<file path="config.mk">
export PLATFORM = sky130hd
export DESIGN_NAME = gcm_global_ctrl
export DESIGN_NICKNAME = d
export VERILOG_FILES = /design/src/gcm_pkg.sv /design/src/gcm_global_ctrl.sv
export SDC_FILE = /design/constraint.sdc
export NUM_CORES = 1
export LEC_CHECK = 0
export BUFFER_PORTS_ARGS = -buffer_cell sky130_fd_sc_hd__buf_2
export CAP_MARGIN = 20
export CORE_MARGIN = 2
export CORE_UTILIZATION = 33
export DETAILED_ROUTE_END_ITERATION = 7
export GPL_ROUTABILITY_DRIVEN = 0
export HOLD_SLACK_MARGIN = 0.12
export PLACE_DENSITY = 0.49
export SLEW_MARGIN = 20
export SYNTH_ARGS = -nofsm -noshare
export SYNTH_HDL_FRONTEND = slang
export SYNTH_SLANG_ARGS = --single-unit
</file>
<file path="constraint.sdc">
create_clock -name mclk_i -period 52.9 [get_ports mclk_i]
set_input_delay 10.58 -clock mclk_i [delete_from_list [all_inputs] [get_ports mclk_i]]
set_output_delay 10.58 -clock mclk_i [all_outputs]
set_load 0.01 [all_outputs]
</file>
<file path="src/gcm_pkg.sv">
package gcm_pkg;
    // Register byte addresses
    localparam logic [5:0]  GCM_ADDR_ACTION_LO = 6'h3E;
    localparam logic [5:0]  GCM_ADDR_ACTION_HI = 6'h3F;
    localparam logic [5:0]  GCM_ADDR_MISC_LO   = 6'h34;
    localparam logic [5:0]  GCM_ADDR_MISC_HI   = 6'h35;
    // Action bit positions
    localparam int GCM_BIT_NULL   = 0;
    localparam int GCM_BIT_FACT   = 1;
    localparam int GCM_BIT_DACLAT = 2;
    localparam int GCM_BIT_FLASH  = 3;
    localparam int GCM_BIT_CLRST  = 4;
    localparam int GCM_BIT_SWRST  = 7;
    // Misc control bit positions
    localparam int GCM_MISC_DR_SEL = 0;
    localparam int GCM_MISC_DR_POL = 1;
    localparam int GCM_MISC_DR_EN  = 2;
    localparam int GCM_MISC_ST_EN  = 8;
    localparam int GCM_MISC_REV    = 9;
    // Reset values
    localparam logic [15:0] GCM_ACTION_RST = 16'h0000;
    localparam logic [15:0] GCM_MISC_RST   = 16'h0000;
    localparam logic [15:0] GCM_OFFSET_RST = 16'h0000;
    localparam logic [13:0] GCM_ST_ANGLE   = 14'h05C8; // 37 deg at 0.025 deg/LSB
    // Timing
    localparam int GCM_CLK_HZ     = 40000000;
    localparam int GCM_FLASH_MS   = 50;
    localparam int GCM_FLASH_CYC  = GCM_CLK_HZ / 1000 * GCM_FLASH_MS;
    localparam int GCM_DR_LOW_PCT = 25;   // Data-ready active share of a sample period

    typedef struct packed {
        logic       wr;
        logic [5:0] addr;
        logic [7:0] data;
    } gcm_wr_t;

    typedef enum logic [2:0] {
        GCM_IDLE  = 3'b000,
        GCM_NULL  = 3'b001,
        GCM_FACT  = 3'b010,
        GCM_FLASH = 3'b011,
        GCM_BUSY  = 3'b100
    } gcm_state_t;
endpackage

</file>
<file path="src/gcm_global_ctrl.sv">
// Functional notes
// Writing one to an action bit triggers that action; zero does nothing.
// Action register at 0x3E/0x3F is write-only, volatile, reads back zero.
// Bit 4 clears all status alarm and error flags once per write.
// Bit 3 copies nonvolatile registers to flash, allowing 50 ms.
// Bit 2 loads stored DAC word into the DAC; byte writes do not.
// Host writes both DAC bytes before issuing the latch action.
// Bit 1 zeroes tilt offset, clears averaging filter, then stores flash.
// Bit 0 loads offset that zeroes present tilt, then stores flash.
// Misc control routes, enables and sets polarity of data-ready pin.
// Data-ready returns inactive partway through the next conversion cycle.
// Data-ready goes active when each processing cycle completes.
// Pin priority: misc control, then alarm control, then general pin control.
// Misc control offers reversal of the tilt rotation sense.
// Self-test runs a diagnostic and reports pass/fail in status bit 5.
// During self-test the tilt outputs show nominal 37 degrees.
// Self-test borrows sample period and restores the original afterwards.
// Misc bit 9 reverses both tilt outputs; clear means normal rotation. The code has one tilt output, tilt_out_o.
// Data-ready config is nonvolatile; self-test bit clears on reset.
// Bit 7 soft-resets the device; bits 15:8 and 6:5 are ignored.
// Several action bits run in turn; flash stores never overlap.
`timescale 1ns/1ps
`default_nettype none
module gcm_global_ctrl
    import gcm_pkg::*;
#(
    parameter int FLASH_CYC = gcm_pkg::GCM_FLASH_CYC
)(
    input  wire logic              mclk_i,          // 40 MHz system clock
    input  wire logic              nrst_i,          // Sync reset, active low
    input  wire gcm_pkg::gcm_wr_t  bus_i,           // Byte write from SPI decoder
    input  wire logic [15:0]       misc_nv_i,       // Misc control restored from flash
    input  wire logic [15:0]       dac_word_i,      // Stored DAC register word
    input  wire logic [13:0]       tilt_raw_i,      // Raw tilt angle
    input  wire logic              sample_done_i,   // Processing cycle complete pulse
    input  wire logic [7:0]        sample_period_i, // Current sample-period setting
    input  wire logic              st_done_i,       // Self-test finished pulse
    input  wire logic              st_fail_i,       // Self-test verdict with done
    input  wire logic [1:0]        alarm_pin_en_i,  // Alarm control claims per pin
    input  wire logic [1:0]        alarm_pin_val_i, // Alarm levels per pin
    input  wire logic [1:0]        gpio_out_i,      // General pin control levels
    output logic [15:0]            misc_reg_o,      // Misc control readback
    output logic [11:0]            dac_out_o,       // Word latched into DAC
    output logic [15:0]            tilt_offset_o,   // Tilt offset trim
    output logic [13:0]            tilt_out_o,      // Processed tilt output
    output logic                   status_clr_o,    // Clear status flags pulse
    output logic                   st_fail_o,       // Status bit 5 value
    output logic                   filt_clr_o,      // Averaging filter clear pulse
    output logic                   flash_busy_o,    // Flash store in progress
    output logic                   soft_rst_o,      // Software reset pulse
    output logic [7:0]             sample_period_o, // Override of sample period
    output logic                   sample_ovr_o,    // Override valid
    output logic [1:0]             pin_o            // General-purpose pin levels
);
    localparam logic [7:0] ST_PERIOD = 8'h01;

    gcm_state_t  state_reg, state_next;
    logic [4:0]  pend_reg;
    logic [15:0] misc_reg;
    logic [15:0] off_reg;
    logic [31:0] cnt_reg;
    logic [15:0] period_cnt_reg, period_len_reg;
    logic        dr_reg, st_fail_reg, st_run_reg, busy_reg;
    logic [7:0]  saved_period_reg, period_out_reg;
    logic [1:0]  pin_reg;
    logic [13:0] tilt_reg;
    logic [11:0] dac_reg;
    logic        clr_reg, fclr_reg, srst_reg;

    // Byte decodes; the action register has no storage, so reads see zero
    wire act_wr   = bus_i.wr && (bus_i.addr == GCM_ADDR_ACTION_LO);
    wire misc_lo  = bus_i.wr && (bus_i.addr == GCM_ADDR_MISC_LO);
    wire misc_hi  = bus_i.wr && (bus_i.addr == GCM_ADDR_MISC_HI);
    wire [7:0] a  = act_wr ? bus_i.data : 8'h00;
    // High byte at 0x3F holds only unused bits, ignored
    wire st_req   = misc_hi && bus_i.data[GCM_MISC_ST_EN-8];
    wire [13:0] tilt_adj = tilt_raw_i - off_reg[13:0];
    wire [13:0] tilt_rot = misc_reg[GCM_MISC_REV] ? (14'h0000 - tilt_adj) : tilt_adj;
    wire dr_level = dr_reg ~^ misc_reg[GCM_MISC_DR_POL];
    wire [15:0] dr_off_at = 16'((32'(period_len_reg) * GCM_DR_LOW_PCT) / 100);
    wire flash_end = (state_reg == GCM_BUSY) && (cnt_reg == 32'(FLASH_CYC - 1));

    // Action sequencer: null, then factory, each followed by its own flash store
    always_comb
    begin
        state_next = state_reg;
        case (state_reg)
            GCM_IDLE:  if (pend_reg[GCM_BIT_NULL]) state_next = GCM_NULL;
                       else if (pend_reg[GCM_BIT_FACT]) state_next = GCM_FACT;
                       else if (pend_reg[GCM_BIT_FLASH]) state_next = GCM_FLASH;
            GCM_NULL:  state_next = GCM_FLASH;
            GCM_FACT:  state_next = GCM_FLASH;
            GCM_FLASH: state_next = GCM_BUSY;
            GCM_BUSY:  if (flash_end) state_next = GCM_IDLE;
            default:   state_next = GCM_IDLE;
        endcase
    end

    // Pending actions; new requests win over the clear of a served one
    always_ff @(posedge mclk_i)
    begin
        if (!nrst_i || srst_reg)
        begin
            state_reg <= GCM_IDLE;
            pend_reg  <= 5'h00;
            cnt_reg   <= 32'h0000_0000;
            busy_reg  <= 1'b0;
        end
        else
        begin
            state_reg <= state_next;
            busy_reg  <= (state_next == GCM_BUSY);
            pend_reg[GCM_BIT_NULL]  <= a[GCM_BIT_NULL] | (pend_reg[GCM_BIT_NULL] & (state_reg != GCM_NULL));
            pend_reg[GCM_BIT_FACT]  <= a[GCM_BIT_FACT] | (pend_reg[GCM_BIT_FACT] &
                                       !(state_reg == GCM_FACT || (state_reg == GCM_IDLE && pend_reg[0] == 1'b0)));
            pend_reg[GCM_BIT_FLASH] <= a[GCM_BIT_FLASH] | (pend_reg[GCM_BIT_FLASH] & (state_reg != GCM_FLASH));
            // Latch and clear act at once and never queue
            pend_reg[GCM_BIT_DACLAT] <= 1'b0;
            pend_reg[GCM_BIT_CLRST]  <= 1'b0;
            cnt_reg <= (state_reg == GCM_BUSY) ? cnt_reg + 32'h1 : 32'h0000_0000;
        end
    end

    // Offset trim, DAC latch and one-cycle command pulses
    always_ff @(posedge mclk_i)
    begin
        if (!nrst_i)
        begin
            off_reg  <= GCM_OFFSET_RST;
            dac_reg  <= 12'h000;
            clr_reg  <= 1'b0;
            fclr_reg <= 1'b0;
            srst_reg <= 1'b0;
        end
        else
        begin
            if (state_reg == GCM_NULL)
                off_reg <= {2'b00, tilt_raw_i};
            else if (state_reg == GCM_FACT)
                off_reg <= GCM_OFFSET_RST;
            if (a[GCM_BIT_DACLAT])
                dac_reg <= dac_word_i[11:0];
            clr_reg  <= a[GCM_BIT_CLRST];
            fclr_reg <= (state_reg == GCM_FACT);
            srst_reg <= a[GCM_BIT_SWRST];
        end
    end

    // Misc control: config reloads from flash image, self-test bit cleared
    always_ff @(posedge mclk_i)
    begin
        if (!nrst_i || srst_reg)
            misc_reg <= misc_nv_i & ~(16'h0001 << GCM_MISC_ST_EN);
        else
        begin
            if (misc_lo)
                misc_reg[7:0] <= bus_i.data;
            if (misc_hi)
                misc_reg[15:8] <= bus_i.data;
            if (st_done_i && st_run_reg)
                misc_reg[GCM_MISC_ST_EN] <= 1'b0;
        end
    end

    // Self-test borrows the sample period and hands it back when done
    always_ff @(posedge mclk_i)
    begin
        if (!nrst_i || srst_reg)
        begin
            st_run_reg       <= 1'b0;
            st_fail_reg      <= 1'b0;
            saved_period_reg <= 8'h00;
            period_out_reg   <= 8'h00;
        end
        else if (st_req && !st_run_reg)
        begin
            st_run_reg       <= 1'b1;
            saved_period_reg <= sample_period_i;
            period_out_reg   <= ST_PERIOD;
        end
        else if (st_done_i && st_run_reg)
        begin
            st_run_reg     <= 1'b0;
            st_fail_reg    <= st_fail_i;
            period_out_reg <= saved_period_reg;
        end
        else if (clr_reg)
            st_fail_reg <= 1'b0;
    end

    // Data-ready: active at end of processing, inactive a share into next period
    always_ff @(posedge mclk_i)
    begin
        if (!nrst_i)
        begin
            dr_reg         <= 1'b0;
            period_cnt_reg <= 16'h0000;
            period_len_reg <= 16'hFFFF;
        end
        else if (sample_done_i)
        begin
            dr_reg         <= 1'b1;
            period_len_reg <= period_cnt_reg;
            period_cnt_reg <= 16'h0000;
        end
        else
        begin
            if (period_cnt_reg != 16'hFFFF)
                period_cnt_reg <= period_cnt_reg + 16'h0001;
            if (period_cnt_reg >= dr_off_at)
                dr_reg <= 1'b0;
        end
    end

    // Pin mux: misc control beats alarm control beats general control
    genvar p;
    generate
        for (p = 0; p < 2; p++)
        begin : g_pin
            wire misc_claim = misc_reg[GCM_MISC_DR_EN] && (misc_reg[GCM_MISC_DR_SEL] == 1'(p));
            always_ff @(posedge mclk_i)
            begin
                if (!nrst_i)
                    pin_reg[p] <= 1'b0;
                else if (misc_claim)
                    pin_reg[p] <= dr_level;
                else if (alarm_pin_en_i[p])
                    pin_reg[p] <= alarm_pin_val_i[p];
                else
                    pin_reg[p] <= gpio_out_i[p];
            end
        end
    endgenerate

    // Output angle: fixed 37 degrees while self-test runs
    always_ff @(posedge mclk_i)
    begin
        if (!nrst_i)
            tilt_reg <= 14'h0000;
        else
            tilt_reg <= st_run_reg ? GCM_ST_ANGLE : tilt_rot;
    end

    assign misc_reg_o      = misc_reg;
    assign dac_out_o       = dac_reg;
    assign tilt_offset_o   = off_reg;
    assign tilt_out_o      = tilt_reg;
    assign status_clr_o    = clr_reg;
    assign st_fail_o       = st_fail_reg;
    assign filt_clr_o      = fclr_reg;
    assign flash_busy_o    = busy_reg;
    assign soft_rst_o      = srst_reg;
    assign sample_period_o = period_out_reg;
    assign sample_ovr_o    = st_run_reg;
    assign pin_o           = pin_reg;
endmodule
`default_nettype wire

</file>
==> flow_summary.toml <==
[clock_network]
clock-root-buffer = "clkbuf_16"
post-cts-setup-buffer-count = 0
clkTransAtPathRegs_ps = 80
ctsHoldBuffers = 0
cts_resized = 0
htreeDepth = 4
clk_latency_ps = 430
cts.sinks = 151
numCtsBuffers = 17
cts_tree = "built"
clock_path_buffers = 2

[layout]
largest_register_ffs = 32
area_delta_synth_final_pct = 11.74
nNetsFinal = 2471
design_area_mm2 = 0.01851
drive_gt1_frac = 0.1323

[setup_path]
worstPathRequired_ps = 53270
regToRegSetupSlack_ps = 28620
crit_slowest_cell = "o41ai_2"
crit_type = "flop to flop"
slowest_delay_ps = 970
r2r-start = "period_len_reg[2]"
startpoint_type = "flop"
crit_fanout = 19
cp-end-kind = "flop"
cp_data_arrival_time_ps = 24650
reg2reg_depth = 82
critPathLaunch = "period_len_reg[2]"
reg2reg_to = "dr_reg"

[yosys]
synth_area_leaders = "dfxtp_1 16%, ha_1 6.5%, nand2_1 6.1%, xnor2_1 4.9%, nor2_1 4.0%"
synth_warnings = 0
synth.most_common_cell = "nand2_1"
synth-seq-area-share = 0.1915
synth_cell_types = 126
postSynthAreaPerCell_um2 = 7.507
synth_top_area_frac = 0.1643
async_flop_share = 0
syn_inst = 2207
synth_top_area_cell = "dfxtp_1"
ys.flop_type = "dfxtp_1"
synthTopCellsByCount = "269 x nand2_1, 177 x nor2_1, 136 x dfxtp_1"
synth_seq_cells = 151
synth_area_mm2 = 0.01657
synth_edf_count = 15

[hold_path]
hold_path_depth = 2
hp-start = "saved_period_reg[3]"
hold_class = "flop to flop"
holdPathEnd = "sample_period_o[3]"

[sta]
fin_crit_sh = 0.4590
fmax_ghz = 0.04119
whs_ps = 453.9
drv_slew = 0
fin_skew_ps = 16.31
final_hold_viol_count = 0
tightest_slew_ps = 1031
fin_setup_tns_ps = 0
setup_viol = 0
finalCriticalPeriod_ps = 24280
setup_ws_ps = 28620
rsz0062_at_grt = "no"
relSlewSlack = 0.3101

[placed_design]
hpwl_mm = 41.66
place_area_mm2 = 0.01788
io_buffers = 146
pre_cts_ws_ps = 28830

[job]
max_cap_viol_count = 0

[route]
first_pass_iters = 6
drc_errors = 0
wirelength_mm = 52.43
drt-wirelength-per-cell_um = 17.58
viasPerCell = 5.648
vias = 16841
ant_nets = 0
drtIter0Drc = 1105

[run_status]
status = "completed"

[floorplanning]
rows = 82
dieHeight_um = 228.1
die_x_um = 228.1
core_mm2 = 0.04986
ios = 154
die_area_mm2 = 0.05201
initial_utilization = 0.3323

[grt]
grt_pass1_wl_mm = 84.53
overflow = 0
grt_util_all_layers = 0.1948
grt_pass1_vias = 15764
antenna_found_initial = 4
grt_max_degree = 58
critical path, delay by kind of cell (launching register included):
kind / cells / cell delay, ps
buffers and inverters: 8 / 1370
flip-flops: 1 / 460
XOR/XNOR: 3 / 860
AND/OR/NAND/NOR: 31 / 9080
adder cells (fa/ha/maj): 5 / 1750
AO/OA/AOI/OAI: 35 / 10640
per-layer routing:
| layer | track usage | routed length [µm] | up-vias |
|---|---|---|---|
| li1 | - | - | 8390 |
| met1 | 0.2601 | 24330 | 8003 |
| met2 | 0.3364 | 25140 | 376 |
| met3 | 0.01750 | 1908 | 72 |
| met4 | 0.05025 | 1043 | 0 |
| met5 | 0 | 0 | - |
worst max-delay path by stage:
stage	endpoint	slack, ps
2_1_floorplan	dr_reg	34410
4_1_cts	dr_reg	28720
6_report	dr_reg	28620
3_3_place_gp	dr_reg	28870
5_1_grt	dr_reg	26550
3_5_place_dp	dr_reg	28830
metrics by stage:
stage,cells,util
after CTS,2978,0.3706
after detailed placement,2946,0.3586
final,2982,0.3712
after global placement,2946,0.3586
after global routing,2982,0.3712
after floorplan,2208,-
layout by cell type (no fill, tap or decap), drive strengths merged, types with 23 or more instances in the layout:
master	instances
ha	86
o211ai	34
xor2	75
or2	24
and3	40
a31oi	32
mux2i	43
nor3	65
nand4	38
xnor2	95
nand3	99
a21boi	25
a211oi	36
nor4	23
and2	43
inv	93
a21o	31
nand2	272
dfxtp	136
buf	164
or3	32
nor2	178
o21ai	125
a21oi	123
cells by family after synthesis:
family                     after synthesis  synth area share
and+or+nand+nor                        910            0.2760
AOI/OAI and AO/OA                      634            0.2769
buffers and inverters                  184           0.04539
xor gates and xnor gates               171           0.09304
DFF                                    151            0.1915
adders and majority gates              100           0.08066
muxes                                   56           0.03625
other                                    1         0.0002264
cell type report:
| cell class | count | area, µm² |
|---|---|---|
| repair buffers | 164 | 865.8 |
| well taps | 672 | 840.8 |
| fillers | 5361 | 31350 |
| clock buffers | 17 | 425.4 |
| multi-input cells | 1873 | 12690 |
| diodes | 4 | 10.01 |
| clock inverters | 15 | 175.2 |
| flip-flops and latches | 151 | 3173 |
| inverters | 86 | 332.8 |
Power is left out: the tool's default activity adds up to more than one toggle a clock period on the data nets, which glitch-free logic cannot reach.
